File: src/hw/dlb_consts.svh
// constants for the decorated load bit set/clear bridge
`ifndef DLB_CONSTS_SVH
`define DLB_CONSTS_SVH

// decorated address fields
`define DLB_TOP_BIT        31
`define DLB_REGION_HI      30
`define DLB_REGION_LO      29
`define DLB_OPC_HI         28
`define DLB_OPC_LO         26
`define DLB_BIT_HI         25
`define DLB_BIT_LO         21
`define DLB_OFS_HI         19
`define DLB_OFS_LO         0

// field codes
`define DLB_REGION_SRAM    2'h1
`define DLB_REGION_PERIPH  2'h2
`define DLB_OPC_CLEAR      3'h2
`define DLB_OPC_SET        3'h3

// region bases
`define DLB_SRAM_BASE      32'h2000_0000
`define DLB_PERIPH_BASE    32'h4000_0000

// bus encodings
`define DLB_SIZE_BYTE      3'h0
`define DLB_SIZE_HALF      3'h1
`define DLB_SIZE_WORD      3'h2
`define DLB_TRANS_IDLE     2'h0
`define DLB_TRANS_NONSEQ   2'h2
`define DLB_RESP_OKAY      1'h0

`endif

File: src/hw/dlb_pkg.sv
// types for the decorated load bit set/clear bridge
package dlb_pkg;

  // address-phase attributes that travel together
  typedef struct packed {
    logic [31:0] addr;
    logic [1:0]  trans;
    logic        write;
    logic [2:0]  size;
  } dlb_aphase_s;

  // gray-coded sequence: idle -> read phase -> write phase
  typedef enum logic [1:0] {
    DLB_IDLE = 2'h0,
    DLB_RDP  = 2'h1,
    DLB_WDP  = 2'h3
  } dlb_state_e;

endpackage : dlb_pkg

File: src/hw/dlb_bitop.sv
// one-hot mask, bit extract and set/clear of a read word
`timescale 1ns/100ps
`default_nettype none

module dlb_bitop
  import dlb_pkg::*;
#(
  parameter int DW = 32
) (
  // read data and selection
  input  wire logic [DW-1:0]         rdata,
  input  wire logic [$clog2(DW)-1:0] bit_idx,
  input  wire logic                  set_op,
  // results
  output logic                       bit_out,
  output logic [DW-1:0]              wdata
);

  logic [DW-1:0] mask;

  // one-hot mask, extracted bit, modified word
  assign mask    = {{(DW-1){1'b0}}, 1'b1} << bit_idx;
  assign bit_out = |(rdata & mask);
  assign wdata   = set_op ? (rdata | mask) : (rdata & ~mask);

endmodule : dlb_bitop

`default_nettype wire

File: src/hw/dlb_bridge.sv
// inline bridge turning decorated loads into atomic bit set/clear
// Behaviour
// - clear request: return addressed bit, write location back with bit zero, atomically
// - set request: return addressed bit, write location back with bit one, atomically
// - returned data holds original bit in bit zero, all others zero
// - load access size picks byte, halfword or word container
// - address bits 30:29: 01 selects SRAM region, 10 selects peripherals
// - real address is region base plus low offset field
// - address bits 28:26 equal 010 mean load-and-clear of one bit
// - address bits 28:26 equal 011 mean load-and-set of one bit
// - bit position comes from address bits 25:21
// - don't-care address bits are ignored when decoding
// - first address phase reads undecorated address; next cycle re-issues it as write
// - clear: read, one-hot mask, extract bit, store read data AND not mask
// - set: read, one-hot mask, extract bit, store read data OR mask
// - core transfer stalls during the first data phase
// - slave wait states stretch the core transfer cycle for cycle
`timescale 1ns/100ps
`default_nettype none
`include "dlb_consts.svh"

module dlb_bridge
  import dlb_pkg::*;
#(
  parameter int DW = 32
) (
  // clock and reset
  input  wire logic          sys_clk,
  input  wire logic          sys_rst,
  // core side, address phase
  input  wire logic [31:0]   up_haddr,
  input  wire logic [1:0]    up_htrans,
  input  wire logic          up_hwrite,
  input  wire logic [2:0]    up_hsize,
  input  wire logic [DW-1:0] up_hwdata,
  // core side, answer
  output logic [DW-1:0]      up_hrdata,
  output logic               up_hready,
  output logic               up_hresp,
  // memory side, address phase
  output logic [31:0]        dn_haddr,
  output logic [1:0]         dn_htrans,
  output logic               dn_hwrite,
  output logic [2:0]         dn_hsize,
  output logic [DW-1:0]      dn_hwdata,
  // memory side, answer
  input  wire logic [DW-1:0] dn_hrdata,
  input  wire logic          dn_hready,
  input  wire logic          dn_hresp
);

  localparam int BW = $clog2(DW);

  // bit index inside the bus word: lane offset plus position in container
  function automatic logic [BW-1:0] lane_bit(input logic [2:0] size,
                                             input logic [1:0] alow,
                                             input logic [4:0] pos);
    logic [BW-1:0] r;
    r = '0;
    unique case (size)
      `DLB_SIZE_BYTE: r = BW'({alow, pos[2:0]});
      `DLB_SIZE_HALF: r = BW'({alow[1], pos[3:0]});
      default:        r = BW'(pos);
    endcase
    return r;
  endfunction : lane_bit

  dlb_state_e    state_q;
  dlb_state_e    state_d;
  dlb_aphase_s   cap_q;
  logic          set_q;
  logic [BW-1:0] idx_q;
  logic          bit_q;
  logic [DW-1:0] wdata_q;

  dlb_aphase_s   up_ap;
  dlb_aphase_s   dn_ap;
  logic [1:0]    region;
  logic [2:0]    opcode;
  logic [4:0]    bit_pos;
  logic          region_ok;
  logic          opcode_ok;
  logic          is_deco;
  logic          start;
  logic [31:0]   real_addr;
  logic [31:0]   base_addr;
  logic          op_bit;
  logic [DW-1:0] op_wdata;

  // bundle the core address phase
  assign up_ap = '{addr: up_haddr, trans: up_htrans, write: up_hwrite, size: up_hsize};

  // decoration fields; marked don't-care bits are never looked at
  assign region    = up_haddr[`DLB_REGION_HI:`DLB_REGION_LO];
  assign opcode    = up_haddr[`DLB_OPC_HI:`DLB_OPC_LO];
  assign bit_pos   = up_haddr[`DLB_BIT_HI:`DLB_BIT_LO];
  assign region_ok = (region == `DLB_REGION_SRAM) || (region == `DLB_REGION_PERIPH);
  assign opcode_ok = (opcode == `DLB_OPC_CLEAR) || (opcode == `DLB_OPC_SET);
  assign is_deco   = !up_haddr[`DLB_TOP_BIT] && region_ok && opcode_ok;

  // a decorated read is taken only when the core's address phase completes
  assign start = up_hready && up_htrans[1] && !up_hwrite && is_deco;

  // strip decoration: region base plus the low offset
  assign base_addr = (region == `DLB_REGION_SRAM) ? `DLB_SRAM_BASE : `DLB_PERIPH_BASE;
  assign real_addr = base_addr | {12'h000, up_haddr[`DLB_OFS_HI:`DLB_OFS_LO]};

  // memory-side address phase: live, stripped, or recirculated as a write
  always_comb
  begin
    dn_ap = up_ap;
    if (state_q == DLB_RDP)
    begin
      dn_ap       = cap_q;
      dn_ap.write = 1'b1;
    end
    else if (start)
    begin
      dn_ap.addr = real_addr;
    end
  end

  assign dn_haddr  = dn_ap.addr;
  assign dn_htrans = dn_ap.trans;
  assign dn_hwrite = dn_ap.write;
  assign dn_hsize  = dn_ap.size;

  // write data: registered modified word in the second data phase
  assign dn_hwdata = (state_q == DLB_WDP) ? wdata_q : up_hwdata;

  // read data: right-justified, zero-filled original bit
  assign up_hrdata = (state_q == DLB_WDP) ? {{(DW-1){1'b0}}, bit_q} : dn_hrdata;

  // core stalls through the read phase; slave waits pass straight through
  assign up_hready = (state_q == DLB_RDP) ? 1'b0 : dn_hready;
  // error responses pass through except in the read phase, which answers OKAY; a failed read still completes the write
  assign up_hresp  = (state_q == DLB_RDP) ? `DLB_RESP_OKAY : dn_hresp;

  // mask, extract and modify on the live read data
  dlb_bitop #(
    .DW      (DW)
  ) u_bitop (
    .rdata   (dn_hrdata),
    .bit_idx (idx_q),
    .set_op  (set_q),
    .bit_out (op_bit),
    .wdata   (op_wdata)
  );

  // sequence: read phase waits for the slave, write phase likewise
  always_comb
  begin
    state_d = state_q;
    unique case (state_q)
      DLB_IDLE:
      begin
        if (start)
          state_d = DLB_RDP;
      end
      DLB_RDP:
      begin
        if (dn_hready)
          state_d = DLB_WDP;
      end
      DLB_WDP:
      begin
        if (dn_hready)
          state_d = start ? DLB_RDP : DLB_IDLE;
      end
      default: state_d = DLB_IDLE;
    endcase
  end

  // state register
  always_ff @(posedge sys_clk)
  begin
    if (sys_rst)
      state_q <= DLB_IDLE;
    else
      state_q <= state_d;
  end

  // capture stripped address and attributes at the first address phase
  always_ff @(posedge sys_clk)
  begin
    if (sys_rst)
    begin
      cap_q <= '0;
      set_q <= 1'b0;
      idx_q <= '0;
    end
    else if (start)
    begin
      cap_q      <= up_ap;
      cap_q.addr <= real_addr;
      set_q      <= (opcode == `DLB_OPC_SET);
      idx_q      <= lane_bit(up_hsize, up_haddr[1:0], bit_pos);
    end
  end

  // hold original bit and modified word once the read data is valid
  always_ff @(posedge sys_clk)
  begin
    if (sys_rst)
    begin
      bit_q   <= 1'b0;
      wdata_q <= '0;
    end
    else if (state_q == DLB_RDP && dn_hready)
    begin
      bit_q   <= op_bit;
      wdata_q <= op_wdata;
    end
  end

endmodule : dlb_bridge

`default_nettype wire

File: config.mk
export PLATFORM = sky130hd
export DESIGN_NAME = dlb_bridge
export DESIGN_NICKNAME = d
export VERILOG_FILES = /design/src/hw/dlb_pkg.sv /design/src/hw/dlb_bitop.sv /design/src/hw/dlb_bridge.sv
export VERILOG_INCLUDE_DIRS = /design/src /design/src/hw
export SDC_FILE = /design/constraint.sdc
export NUM_CORES = 1
export LEC_CHECK = 0
export ABC_AREA = 0
export BUFFER_PORTS_ARGS = -buffer_cell sky130_fd_sc_hd__buf_2
export CORE_MARGIN = 2
export CORE_UTILIZATION = 47
export CTS_CLUSTER_DIAMETER = 60
export DETAILED_ROUTE_END_ITERATION = 10
export GPL_TIMING_DRIVEN = 0
export PLACE_DENSITY = 0.81
export SLEW_MARGIN = 20
export SYNTH_ARGS = -nofsm -noshare
export SYNTH_HDL_FRONTEND = slang
export SYNTH_SLANG_ARGS = --single-unit
File: constraint.sdc
create_clock -name sys_clk -period 2.15 [get_ports sys_clk]
set_input_delay 0.1075 -clock sys_clk [delete_from_list [all_inputs] [get_ports sys_clk]]
set_output_delay 0.1075 -clock sys_clk [all_outputs]
set_load 0.01 [all_outputs]
== After elaboration in Yosys (flattened, before gate mapping) ==
Cells that the tools add are included.

* Equal/unequal tests: 10
* Shifts and indexed selects: 1
* Multiplexer cells: 15
* Bitwise gates (word level): 5
* Reductions and logical operators: 14

{| class="wikitable"
|+ Operators by type and width
! cell !! count
|-
| 32-bit 2-to-1 mux || 5
|-
| 32-bit AND || 2
|-
| 32-bit NOT || 1
|-
| 32-bit bitwise OR || 1
|-
| 32-bit OR reduction || 1
|-
| 1-bit by 5-bit left shift with 32-bit output, first input constant || 1
|-
| 31-bit 2-to-1 mux || 1
|-
| 31-bit by 20-bit bitwise OR with 31-bit output || 1
|-
| 5-bit one-hot mux with 2 select lines || 1
|-
| 3-bit by 2-bit equality test with 1-bit output, second input constant || 2
|-
| 1-bit logical AND || 6
|-
| 2-bit 2-to-1 mux || 3
|-
| 6-bit 2-to-1 mux || 1
|-
| 2-bit inequality test, second input constant || 3
|-
| 2-bit one-hot mux with 3 select lines || 1
|-
| 2-bit by 1-bit equality test with 1-bit output, second input constant || 2
|-
| 2-bit equality test, second input constant || 2
|-
| 3-bit by 1-bit equality test with 1-bit output, second input constant || 1
|-
| 3-bit logical NOT || 1
|-
| 1-bit 2-to-1 mux || 3
|-
| 3-bit AND reduction || 1
|-
| 1-bit logical NOT || 2
|-
| 2-bit logical NOT || 1
|-
| 1-bit logical OR || 2
|}

* Bits in registers: 78
* Bits of input ports: 106
* Output and inout port bits: 104

== Logic depth before layout (Yosys ltp) ==
* Depth in word-level cells: 8
* Mapped depth: 8
* Gate-level depth less buffers: 7

== Modules after synthesis ==
A second synthesis with hierarchy kept.

* Cells, all modules: 569
* Area total of the unflattened synthesis: 4847.1 um^2

{| class="wikitable"
|+ By module, submodules not included
! module !! instances !! cells each !! area an instance (um^2)
|-
| dlb_bridge || 1 || 430 || 3839.9
|-
| dlb_bitop || 1 || 139 || 1007.2
|}

== Worst setup path before layout ==
Ideal clock, no wire load.

* Kind: input port to output port
* From: input up_haddr[30]
* To: output dn_haddr[30]
* Arrival time: 1.851 ns
* Slack: 0.192 ns
* Cell stages on the path: 8
* Path buffers: 1
* Cell sequence: inv_1 ha_1 or4b_4 or4_4 buf_6 nor2_1 a21oi_2 o21ai_1

* Longest elaborated chain between the ends: 7
* Elaborated cells on any way between the ends: 10
* Classes of those cells: eq/ne (2); mux (3); bitwise (1); reduce/logical (4)

{| class="wikitable"
|+ RTL lines
! what !! RTL line !! source
|-
| start: declaration || dlb_bridge.sv:31 || <nowiki>input wire logic [31:0] up_haddr,</nowiki>
|-
| 2-bit by 1-bit equality test with 1-bit output (no source line) or 2-bit equality test (tied branches) || -- ||
|-
| 1-bit logical OR || dlb_bridge.sv:97 || <nowiki>assign region_ok = (region == `DLB_REGION_SRAM) || (region == `DLB_REGION_PERIPH);</nowiki>
|-
| 1-bit logical AND (2 in series) || dlb_bridge.sv:99 || <nowiki>assign is_deco = !up_haddr[`DLB_TOP_BIT] && region_ok && opcode_ok;</nowiki>
|-
| 1-bit logical AND || dlb_bridge.sv:102 || <nowiki>assign start = up_hready && up_htrans[1] && !up_hwrite && is_deco;</nowiki>
|-
| 32-bit 2-to-1 mux (*) || dlb_bridge.sv:117 || <nowiki>else if (start)</nowiki>
|-
| 32-bit 2-to-1 mux (*) || dlb_bridge.sv:112 || <nowiki>if (state_q == DLB_RDP)</nowiki>
|-
| end: declaration || dlb_bridge.sv:41 || <nowiki>output logic [31:0] dn_haddr,</nowiki>
|}

Mark *: on every way between the ends. The rest lies on a longest branch, timed or not.

== Worst setup path after layout ==
Ends and elaborated chain as after synthesis.

==> flow_summary.ini <==
[status]
status = complete, but fails checks
violations = negative setup slack

[min_path]
hp-class = in2reg

[place]
portBuffers = 208
hpwl_mm = 12.2
postPlaceCellArea_um2 = 5520
place_congestion = 0.932
preCtsSetupSlack_ps = -78.7

[power_and_ir_drop]
p_seq_frac = 0.448
combinationalPowerShare = 0.181
power_density_nw_per_um2 = 474
intPower_uw = 2040
leakage_uw = 0.00260
switching_share = 0.277
finalPower_uw = 2830
clockPowerShare = 0.370
p_switching_uw = 783
ir_drop_mv = 0.323

[worst_setup_path]
crit_path_frequent_cell = buf_8
crit_slowest_cell = or4_4
start_kind = primary input
worst-path-buf-inv = 4
cp.depth = 9
crit_path_end_kind = primary output
timing.rr.start = idx_q[3]
path_delay_family = simple AND/OR/NAND/NOR gates
worstSetupPathType = in2out
reg2reg_depth = 6
crit_path_cell_trace = buf_8 -> inv_4 -> ha_4 -> or4b_4 -> or4_4 -> buf_8 -> a21oi_2 -> o21ai_1 -> buf_2
max_stage_delay_ps = 640
ff2ff_setup_slack_ps = 70
setup.worst_path.start = up_haddr[30]
arrival_ps = 2080
r2r_end = wdata_q[12]
required_ps = 2040
critPathMaxFanout = 6
endpoint = dn_haddr[30]

[timing]
setup_ws_ps = -37.5
period_needed_ps = 2190
tns_ps = -65.7
finalHoldViolations = 0
grt_setup_unrepaired = yes
slew_violations = 0
skew_ps = 7.38
setup_viol = 5
worstMarginPinSlew_ps = 646
timing.slew.headroom = 0.568
fmax_mhz = 457
min_period_over_period = 1.02

[global_routing]
grt_max_degree = 13
grt_pass1_wl_mm = 24.3
antenna_found_initial = 0
gr-usage-all-layers = 0.307
grt_overflow_total = 0
first_global_vias = 4744

[routing]
drt_iter0_drc = 283
routed_via_density = 5.52
first_pass_iters = 7
drc_errors = 0
postRouteAntennaNets = 0
wl_per_cell_um = 17.0
vias = 5259
wl_mm = 16.2

[final_layout]
post-route-cell-area_um2 = 5970
drive_gt1_frac = 0.367
seq_area_um2 = 1360
fill_cells = 807
multiInputGateArea_um2 = 2810
area_growth_pct = 37.5
diodes = 0
nets = 944

[die]
start_util = 0.477
rows = 35
chipHeight_um = 100
die-area_um2 = 10000
boundaryPins = 210
die_w_um = 100
coreArea_um2 = 9110

[logic_synthesis]
synthArstFlopShare = 0
synth_warnings = 0
ys_seq_elements = 68
syn-instance-count = 607
synthFlopType = dfxtp_1
synth-edff-count = 0
syn-cell-area_um2 = 4340
seq_area_frac_synth = 0.313
postSynthAreaPerCell_um2 = 7.16
synth_fp_nets = 714
synth_cell_types = 44

[cts]
numCtsBuffers = 9
cts_max_level = 3
clock-sinks = 68
clk_latency_ps = 340
cts_tree = built
cts-root-buf = clkbuf_8
path_clk_slew_ps = 80
clk_path_buf_depth = 2

[flow_run]
cap_violations = 0
-- cell type report --
cell class,count,area share
clock inverters,7,0.0111
inverters,1,0.00105
flip-flops and latches,68,0.228
plain buffers,52,0.0417
repair buffers,220,0.204
clock buffers,9,0.0207
well taps,111,0.0233
multi-input cells,485,0.470
-- synth_stat cells (2+ instances only) --
master | number | area share
nand2_1 | 185 | 0.16
dfxtp_1 | 68 | 0.31
nor2_1 | 51 | 0.044
and2_1 | 37 | 0.053
mux2_2 | 37 | 0.096
a21oi_1 | 32 | 0.037
clkbuf_1 | 31 | 0.027
a311oi_1 | 25 | 0.050
nand3_1 | 22 | 0.025
mux2i_1 | 13 | 0.030
o21ai_0 | 12 | 0.014
a211oi_1 | 11 | 0.019
buf_2 | 11 | 0.013
and3_1 | 9 | 0.013
buf_1 | 8 | 0.0069
nand2b_1 | 6 | 0.0086
nand4_1 | 6 | 0.0086
nor2b_1 | 5 | 0.0072
nor3_1 | 4 | 0.0046
buf_6 | 3 | 0.0078
a32oi_1 | 2 | 0.0040
and3b_1 | 2 | 0.0040
nand3b_1 | 2 | 0.0035
nand4b_1 | 2 | 0.0040
nor3_2 | 2 | 0.0046
nor3b_1 | 2 | 0.0035
nor4b_1 | 2 | 0.0040
-- layer usage --
metal	GRT usage	vias to the layer above	wire [um]
met5	0	-	0
met4	0.126	0	416
met3	0.0508	27	1190
li1	-	2531	-
met1	0.367	2421	6370
met2	0.546	280	8190
-- kinds of logic (layout without fill, tap and decap cells) --
group / after synthesis / count (layout) / share of synthesized area
mux: 50 / 50 / 0.126
xor+xnor: 1 / 1 / 0.00202
buf+inv: 54 / 289 / 0.0550
compound gates: 89 / 89 / 0.137
flops: 68 / 68 / 0.313
fa+ha+maj: 1 / 1 / 0.00288
simple gates: 344 / 344 / 0.364
-- worst min-delay path, stage by stage --
cell and delay, ps:
buf_2 110, nand2_1 50, a21oi_1 50
-- flip-flops by register name, indices dropped and copies added (netlist names) --
name	flops
bit_q	1
set_q	1
state_q	2
wdata_q	32
cap_q	27
idx_q	5
-- worst min path at each step --
stage / end / from / cells past startpoint / slack [ps]
floorplan: cap_q[0] / up_hsize[0] / 2 / 240
global placement: cap_q[16] / up_haddr[10] / 3 / 360
detailed placement: cap_q[17] / up_haddr[11] / 3 / 370
CTS: cap_q[22] / up_haddr[16] / 3 / 0.06
global route: cap_q[19] / up_haddr[13] / 3 / 2
finish: cap_q[9] / up_haddr[3] / 3 / 10
-- stage by stage --
step                      hold slack (ps)  cells   util
final                                12.0    953  0.656
after global routing                 2.29    953  0.656
after CTS                          0.0566    950  0.638
after detailed placement              368    926  0.606
after global placement                360    926  0.606
after floorplan                       243    607      -
-- repair_timing --
| item | 4_1_cts | 5_1_grt |
|---|---|---|
| gates cloned | 0 | 1 |
| hold buffers | 9 | 0 |
| endpoints found under the hold margin | 9 | 0 |
| pin swaps | 0 | 9 |
| setup endpoints to repair | 53 | 56 |
| setup buffers | 0 | 2 |
| resized for setup | 9 | 36 |
-- power groups by stage --
stage	clock, uW	sequential (uW)	combinational [uW]
3_3_place_gp	0	1300	463
3_5_place_dp	0	1300	468
6_report	1050	1270	513
4_1_cts	1050	1270	485
5_1_grt	1120	1270	553
2_1_floorplan	0	1300	216
-- placed cells by master, fill, tap and decap left out, types with 4 or more instances in the layout --
cell	n
buf_2	212
nand2_1	184
dfxtp_1	68
nor2_1	50
and2_1	37
mux2_2	37
a21oi_1	32
a311oi_1	25
clkbuf_1	22
nand3_1	22
clkbuf_2	14
mux2i_1	13
o21ai_0	12
a211oi_1	11
clkbuf_8	9
dlygate4sd3_1	9
buf_6	7
nand2b_1	6
nand4_1	6
nor2b_1	5
and3_4	5
and3_1	4
nor3_1	4
clkinv_2	4
Note: power is estimated with default switching activity, not from simulation.
